File: config.mk
export PLATFORM = sky130hd
export DESIGN_NAME = xiobp_host_flat
export DESIGN_NICKNAME = d
export VERILOG_FILES = /design/src/core/xiobp_pkg.sv /design/src/core/xiobp_if.sv /design/src/core/xiobp_host.sv /design/src/flat_wrapper.sv
export VERILOG_INCLUDE_DIRS = /design/src /design/src/core
export SDC_FILE = /design/constraint.sdc
export NUM_CORES = 1
export LEC_CHECK = 0
export BUFFER_PORTS_ARGS = -buffer_cell sky130_fd_sc_hd__buf_2
export CAP_MARGIN = 10
export CORE_UTILIZATION = 28
export CTS_CLUSTER_DIAMETER = 100
export CTS_CLUSTER_SIZE = 24
export DETAILED_ROUTE_END_ITERATION = 12
export GPL_TIMING_DRIVEN = 0
export PLACE_DENSITY_LB_ADDON = 0.08
export SYNTH_ARGS = -nofsm -noshare
export SYNTH_HDL_FRONTEND = slang
export SYNTH_SLANG_ARGS = --single-unit
File: constraint.sdc
create_clock -name sys_clk_i -period 1.1 [get_ports sys_clk_i]
set_input_delay 0.33 -clock sys_clk_i [delete_from_list [all_inputs] [get_ports sys_clk_i]]
set_output_delay 0.33 -clock sys_clk_i [all_outputs]
set_load 0.05 [all_outputs]
File: src/core/xiobp_defs.svh
// constants for the external i/o bus port
`ifndef XIOBP_DEFS_SVH
`define XIOBP_DEFS_SVH

`define XIOBP_ADDR_W 8
`define XIOBP_DATA_W 8
`define XIOBP_SYS_PORT_BASE 8'h80
`define XIOBP_ENABLE_PORT 8'hec
`define XIOBP_ENABLE_BIT 4
`define XIOBP_INT_PORT 8'he0
`define XIOBP_INT_EN_BIT 3
`define XIOBP_CLK_MHZ 40
`define XIOBP_WAIT_MAX_US 500
`define XIOBP_WAIT_MAX_CYC (`XIOBP_WAIT_MAX_US * `XIOBP_CLK_MHZ)
`define XIOBP_BYTE_RST 8'h00
`define XIOBP_WAIT_RST 16'h0000

`endif

File: src/core/xiobp_pkg.sv
// types shared by both ends of the external i/o bus port
package xiobp_pkg;
    typedef logic [7:0] xiobp_byte_type;
    typedef enum logic [1:0] {XIOBP_IDLE, XIOBP_READ, XIOBP_WRITE, XIOBP_ACK} xiobp_cycle_type;
endpackage

File: src/core/xiobp_if.sv
// connector-side signals of the external i/o bus
`timescale 1ns/1ps
`default_nettype none
interface xiobp_if;
    logic [7:0] addr;
    logic addr_oe;
    logic [7:0] data_host;
    logic data_host_oe;
    logic [7:0] data_periph;
    logic data_periph_oe;
    logic in_n;
    logic out_n;
    logic io_request_n;
    logic opcode_fetch_n;
    logic ctrl_oe;
    logic ext_input_select_n;
    logic bus_wait_n;
    logic bus_interrupt_n;
    // host port end
    modport host_end (
        output addr, addr_oe, data_host, data_host_oe, in_n, out_n,
        output io_request_n, opcode_fetch_n, ctrl_oe,
        input data_periph, data_periph_oe, ext_input_select_n, bus_wait_n, bus_interrupt_n
    );
    // peripheral end
    modport periph_end (
        input addr, addr_oe, data_host, data_host_oe, in_n, out_n,
        input io_request_n, opcode_fetch_n, ctrl_oe,
        output data_periph, data_periph_oe, ext_input_select_n, bus_wait_n, bus_interrupt_n
    );
endinterface
`default_nettype wire

File: src/core/xiobp_host.sv
// host port logic of the external i/o expansion bus
// Behaviour
// - bus signals driven only while enable set
// - eight address lines select 256 ports
// - peripherals skip ports 80h to 0ffh
// - 8-bit data path only when enabled
// - input strobe low through input cycle
// - output strobe on request plus write
// - pass opcode fetch and request strobes
// - input select turns transceiver toward cpu
// - peripheral pulls input select while read
// - input select is nand of strobe, decode
// - bus wait reaches cpu only when enabled
// - wait never held two msec
// - wait ideally under 500 us, 25%
// - interrupt forwarded only when enabled
// - live interrupt level always readable
// - interrupt delivered as fixed-vector mode 1
`timescale 1ns/1ps
`default_nettype none
`include "xiobp_defs.svh"
module xiobp_host (
    // clock and reset
    input wire logic sys_clk_i,
    input wire logic rst_i,
    // processor side
    input wire logic [7:0] cpu_addr_i,
    input wire xiobp_pkg::xiobp_byte_type cpu_data_i,
    input wire logic cpu_io_request_n_i,
    input wire logic cpu_rd_n_i,
    input wire logic cpu_wr_n_i,
    input wire logic cpu_opcode_fetch_n_i,
    input wire logic external_io_enable_i,
    input wire logic bus_interrupt_enable_i,
    output logic [7:0] cpu_data_o,
    output logic cpu_data_oe_o,
    output logic cpu_wait_n_o,
    output logic cpu_int_n_o,
    output logic bus_interrupt_status_o,
    // connector
    xiobp_if.host_end bus
);
    import xiobp_pkg::*;

    // ************************************************
    // decode helpers
    // ************************************************

    // a strobe pair is active only while both of its lows meet
    function automatic logic pair_n(input logic req_n, input logic dir_n);
        return req_n | dir_n;
    endfunction

    // one name for the kind of processor cycle under way;
    // acknowledge wins because fetch plus request is never a port access
    function automatic xiobp_cycle_type classify(
        input logic req_n,
        input logic rd_n,
        input logic wr_n,
        input logic fetch_n
    );
        xiobp_cycle_type kind;
        kind = XIOBP_IDLE;
        // read before write, so a malformed cycle is classed as a read, never a write
        if (!req_n && !fetch_n)
            kind = XIOBP_ACK;
        else if (!pair_n(req_n, rd_n))
            kind = XIOBP_READ;
        else if (!pair_n(req_n, wr_n))
            kind = XIOBP_WRITE;
        return kind;
    endfunction

    // ************************************************
    // internal signals
    // ************************************************
    // cycle kind decoded once; only the read transceiver enable uses it
    xiobp_cycle_type cycle_kind;

    // the two bus strobes, kept local so they are decoded once
    logic in_strobe_n;
    logic out_strobe_n;

    // captured byte from the bus, handed to the cpu on a read
    logic [7:0] rd_data_q;

    // live acknowledge, only honoured while the bus is enabled
    logic sel_ok;

    // ************************************************
    // cycle decode
    // ************************************************
    // interrupt acknowledge is recognised here so the read path can stay shut
    always_comb
    begin
        cycle_kind = classify(cpu_io_request_n_i, cpu_rd_n_i, cpu_wr_n_i,
            cpu_opcode_fetch_n_i);
        in_strobe_n = pair_n(cpu_io_request_n_i, cpu_rd_n_i);
        out_strobe_n = pair_n(cpu_io_request_n_i, cpu_wr_n_i);
    end

    // ************************************************
    // connector enables
    // ************************************************
    // one enable gates address, data and control; reset is not on this port
    // trade-off: a single enable makes a half-enabled bus impossible
    always_comb
    begin
        bus.ctrl_oe = external_io_enable_i;
        bus.addr_oe = external_io_enable_i;
    end

    // ************************************************
    // address
    // ************************************************
    // all eight lines are passed, so 256 ports each way are reachable
    // no latch: the address only has to hold while a strobe is low
    always_comb
    begin
        bus.addr = cpu_addr_i;
    end

    // ************************************************
    // control strobes
    // ************************************************
    // combinational so the strobes track the processor cycle exactly
    // limitation: no glitch filter; strobes are as clean as their inputs
    always_comb
    begin
        bus.in_n = in_strobe_n;
        bus.out_n = out_strobe_n;
    end

    // raw request and fetch go out untouched; peripherals spot an
    // acknowledge as both low together
    always_comb
    begin
        bus.io_request_n = cpu_io_request_n_i;
        bus.opcode_fetch_n = cpu_opcode_fetch_n_i;
    end

    // ************************************************
    // write data
    // ************************************************
    // host drives the data lines only during an enabled output cycle,
    // so it never fights a peripheral answering an input
    // the data value itself is passed through unqualified; only its drive is gated by the enable
    always_comb
    begin
        bus.data_host = cpu_data_i;
        bus.data_host_oe = external_io_enable_i & ~out_strobe_n;
    end

    // ************************************************
    // read data
    // ************************************************
    // an acknowledge while the bus is disabled is ignored outright
    always_comb
    begin
        sel_ok = external_io_enable_i & ~bus.ext_input_select_n;
    end

    // registered copy of the bus data, refreshed while acknowledged;
    // the byte lands one edge after the acknowledge, so slow
    // peripherals cover that with a wait
    always_ff @(posedge sys_clk_i or posedge rst_i)
    begin
        if (rst_i)
            rd_data_q <= `XIOBP_BYTE_RST;
        else if (sel_ok)
            rd_data_q <= bus.data_periph;
    end

    // transceiver turns toward the cpu only on an enabled, acknowledged read;
    // never during an interrupt acknowledge, as mode 1 wants no vector byte
    always_comb
    begin
        cpu_data_o = rd_data_q;
        cpu_data_oe_o = sel_ok & (cycle_kind == XIOBP_READ);
    end

    // ************************************************
    // wait
    // ************************************************
    // a disabled bus cannot stall the cpu, even if its wait line floats low;
    // the peripheral alone keeps each wait short enough for refresh
    always_comb
    begin
        cpu_wait_n_o = ~external_io_enable_i | bus.bus_wait_n;
    end

    // ************************************************
    // interrupt
    // ************************************************
    // level forwarded, not latched: mode 1 jumps to a fixed vector, so only
    // the request line is needed and the peripheral holds it until serviced
    always_comb
    begin
        cpu_int_n_o = ~bus_interrupt_enable_i | bus.bus_interrupt_n;
    end

    // status shows the live line whether or not forwarding is enabled;
    // software reads it through the interrupt input port
    always_comb
    begin
        bus_interrupt_status_o = ~bus.bus_interrupt_n;
    end
endmodule
`default_nettype wire

File: src/flat_wrapper.sv
// flat-port wrapper written by rule: the top's interface ports become plain ports
module xiobp_host_flat import xiobp_pkg::*;
  (sys_clk_i, rst_i, cpu_addr_i, cpu_data_i, cpu_io_request_n_i, cpu_rd_n_i, cpu_wr_n_i, cpu_opcode_fetch_n_i, external_io_enable_i, bus_interrupt_enable_i, cpu_data_o, cpu_data_oe_o, cpu_wait_n_o, cpu_int_n_o, bus_interrupt_status_o, bus_addr, bus_addr_oe, bus_data_host, bus_data_host_oe, bus_in_n, bus_out_n, bus_io_request_n, bus_opcode_fetch_n, bus_ctrl_oe, bus_data_periph, bus_data_periph_oe, bus_ext_input_select_n, bus_bus_wait_n, bus_bus_interrupt_n);
  xiobp_if bus_i ();
  input wire logic sys_clk_i;
  input wire logic rst_i;
  input wire logic [7:0] cpu_addr_i;
  input wire xiobp_pkg::xiobp_byte_type cpu_data_i;
  input wire logic cpu_io_request_n_i;
  input wire logic cpu_rd_n_i;
  input wire logic cpu_wr_n_i;
  input wire logic cpu_opcode_fetch_n_i;
  input wire logic external_io_enable_i;
  input wire logic bus_interrupt_enable_i;
  output logic [7:0] cpu_data_o;
  output logic cpu_data_oe_o;
  output logic cpu_wait_n_o;
  output logic cpu_int_n_o;
  output logic bus_interrupt_status_o;
  output wire logic [$bits(bus_i.addr)-1:0] bus_addr;
  output wire logic [$bits(bus_i.addr_oe)-1:0] bus_addr_oe;
  output wire logic [$bits(bus_i.data_host)-1:0] bus_data_host;
  output wire logic [$bits(bus_i.data_host_oe)-1:0] bus_data_host_oe;
  output wire logic [$bits(bus_i.in_n)-1:0] bus_in_n;
  output wire logic [$bits(bus_i.out_n)-1:0] bus_out_n;
  output wire logic [$bits(bus_i.io_request_n)-1:0] bus_io_request_n;
  output wire logic [$bits(bus_i.opcode_fetch_n)-1:0] bus_opcode_fetch_n;
  output wire logic [$bits(bus_i.ctrl_oe)-1:0] bus_ctrl_oe;
  input wire logic [$bits(bus_i.data_periph)-1:0] bus_data_periph;
  input wire logic [$bits(bus_i.data_periph_oe)-1:0] bus_data_periph_oe;
  input wire logic [$bits(bus_i.ext_input_select_n)-1:0] bus_ext_input_select_n;
  input wire logic [$bits(bus_i.bus_wait_n)-1:0] bus_bus_wait_n;
  input wire logic [$bits(bus_i.bus_interrupt_n)-1:0] bus_bus_interrupt_n;
  assign bus_addr = bus_i.addr;
  assign bus_addr_oe = bus_i.addr_oe;
  assign bus_data_host = bus_i.data_host;
  assign bus_data_host_oe = bus_i.data_host_oe;
  assign bus_in_n = bus_i.in_n;
  assign bus_out_n = bus_i.out_n;
  assign bus_io_request_n = bus_i.io_request_n;
  assign bus_opcode_fetch_n = bus_i.opcode_fetch_n;
  assign bus_ctrl_oe = bus_i.ctrl_oe;
  assign bus_i.data_periph = bus_data_periph;
  assign bus_i.data_periph_oe = bus_data_periph_oe;
  assign bus_i.ext_input_select_n = bus_ext_input_select_n;
  assign bus_i.bus_wait_n = bus_bus_wait_n;
  assign bus_i.bus_interrupt_n = bus_bus_interrupt_n;
  xiobp_host u_core (.sys_clk_i(sys_clk_i), .rst_i(rst_i), .cpu_addr_i(cpu_addr_i), .cpu_data_i(cpu_data_i), .cpu_io_request_n_i(cpu_io_request_n_i), .cpu_rd_n_i(cpu_rd_n_i), .cpu_wr_n_i(cpu_wr_n_i), .cpu_opcode_fetch_n_i(cpu_opcode_fetch_n_i), .external_io_enable_i(external_io_enable_i), .bus_interrupt_enable_i(bus_interrupt_enable_i), .cpu_data_o(cpu_data_o), .cpu_data_oe_o(cpu_data_oe_o), .cpu_wait_n_o(cpu_wait_n_o), .cpu_int_n_o(cpu_int_n_o), .bus_interrupt_status_o(bus_interrupt_status_o), .bus(bus_i));
endmodule
==> impl_metrics.tcl <==
set metrics [dict create \
    met2_usage_pct 22.5 \
    required_ns 0.77 \
    drt-initial-drc-count 3 \
    met3_usage_pct 4.31 \
    run_status "finished with violations" \
    critPathMaxFanout 3 \
    core_mm2 0.00178 \
    final_core_util_pct 60.7 \
    rsz0062_at_grt "yes" \
    finalCritPeriodShare_pct 129 \
    filler_cell_count 157 \
    place.gp.congestion 0.627 \
    synth_seq_cells 8 \
    mostFrequentLayoutCells "buf_2 (34), buf_4 (32), buf_6 (15), mux2_4 (8), dfrtp_1 (8)" \
    max-clock-path-buffers 2 \
    fp-row-count 15 \
    num_vias 531 \
    largest_reg_flops 8 \
    max_stage_delay_ns 0.25 \
    die_y_um 46.2 \
    drt_wl_total_um 1360 \
    synth_cell_types 12 \
    hold_viol_final 0 \
    numPortBuffers 53 \
    multi_input_area_um2 204 \
    cp.arrival_ns 1.09 \
    antenna_found_initial 0 \
    dp_cells 125 \
    insertion_delay_ns 0.24 \
    route.detailed.drc 0 \
    grt_pass1_vias 480 \
    seq_area_frac_synth_pct 36.5 \
    max_freq_mhz 705 \
    ctsHoldBuffers 0 \
    hpwl_um 1020 \
    final_common_cell "buf_2" \
    seqCellArea_um2 200 \
    synthesis.area_um2 548 \
    routedWlPerCell_um 9.93 \
    final_net_count 150 \
    firstDrtPassIters 2 \
    syn-num-nets 83 \
    violations "negative setup slack" \
    dieArea_mm2 0.00214 \
    top_usage_layer "met2" \
    root_buffer "clkbuf_4" \
    ant_nets 0 \
    path_class "primary input to primary output" \
    clk_transition_reported_paths_ns 0.05 \
    grt_max_degree 9 \
    yosys_warnings 0 \
    grt_overflow 0 \
    startpoint_type "primary input" \
    vias_per_cell 3.88 \
    drive_gt1_share_pct 90.2 \
    slew_viol_final 0 \
    power.density_mw_per_mm2 1260 \
    cap_violations 0 \
    power_leakage_nw 0.604 \
    fin_ws_ns -0.318 \
    start_util_pct 30.7 \
    worstMarginPinSlew_ns 0.299 \
    numCtsBuffers 3 \
    avgSynthCellArea_um2 11.7 \
    crit_top_cell "buf_6" \
    h-tree-depth 1 \
    holdWs_ns 0.0153 \
    finalClockSkew_ns 0 \
    cts_tree "done" \
    cts.sinks 8 \
    syn-instance-count 47 \
    worstSetupEndpointType "primary output" \
    dp_slack_ns -0.425 \
    ir_drop_mv 0.578 \
    pin_count 71 \
    grtUsageMet1_pct 11.9 \
    grt_usage_pct 12.5 \
    finalPower_mw 1.36 \
    diodes 0 \
    min_path_type "primary input to async pin" \
    setup_viol 12 \
    fin_cells 137 \
    slew_headroom_pct 80.0 \
    crit_family "simple AND/OR/NAND/NOR gates" \
    area_growth_pct 97.5 \
    crit_path_cell_trace "buf_6, or2_4, nor4b_4, buf_6" \
    grt_pass1_wl_um 1860 \
    critPathSlowestCell "or2_4" \
    min_period_ns 1.42 \
    dieWidth_um 46.2 \
    crit_buf_inv 2 \
]
final cells by class:
type,instances,area share [%]
repair buffers,62,41.4
clock buffers,3,2.08
multi-input cells,15,18.8
plain buffers,21,14.9
well taps,25,2.89
inverters,3,1.39
flip-flops and latches,8,18.5
layer usage:
metal / vias up / share of wire, %
li1: 258 / -
met1: 225 / 38
met2: 48 / 49
met3: 0 / 14
met4: 0 / 0
met5: - / 0
synth_stat cells:
cell type,number,area (um2)
inv_1,3,11.3
or2_2,1,6.26
buf_4,20,150
mux2_4,8,120
buf_6,1,11.3
nand2_1,1,3.75
nor2b_4,1,13.8
nand2b_1,1,6.26
dfrtp_1,8,200
nor2_1,1,3.75
or2_1,1,6.26
nor4b_2,1,15.0
power breakdown:
part	switching, mW	internal [mW]	total, mW
clock network	0.0900	0.124	0.214
logic	0.445	0.332	0.777
registers	0.0313	0.339	0.370
timing repair:
action	in CTS	in global routing
endpoints found under the setup margin	18	13
cloned	0	0
buffers inserted	4	5
pin swaps	2	2
resized for setup	31	5
logic make-up after synthesis:
kind of cell	Yosys count	share of synthesized area (%)
AND/OR/NAND/NOR	7	10.0
multiplexers	8	21.9
flip-flops	8	36.5
buffers and inverters	24	31.5
per-stage QoR:
stage	setup TNS (ns)	area [um2]
after global routing	-1.49	1080
after CTS	-0.886	1030
final	-1.13	1080
after floorplan	-0.735	581
after detailed placement	-1.82	877
after global placement	-1.81	877
final timing paths:
kind,startpoint,to,slack (ns),cells after the start
worst max register to register,u_core.cpu_data_o[0],u_core.cpu_data_o[0],0.09,3
worst min register to register,u_core.cpu_data_o[6],u_core.cpu_data_o[6],0.54,1
min in group sys_clk_i,bus_data_periph[0],u_core.cpu_data_o[0],0.31,2
worst max-delay path,cpu_io_request_n_i,cpu_data_oe_o,-0.32,4
max in group asynchronous,rst_i,u_core.cpu_data_o[5],0.86,2
worst min-delay path,rst_i,u_core.cpu_data_o[6],0.02,2
No activity file was read; power rests on OpenSTA's default activity.
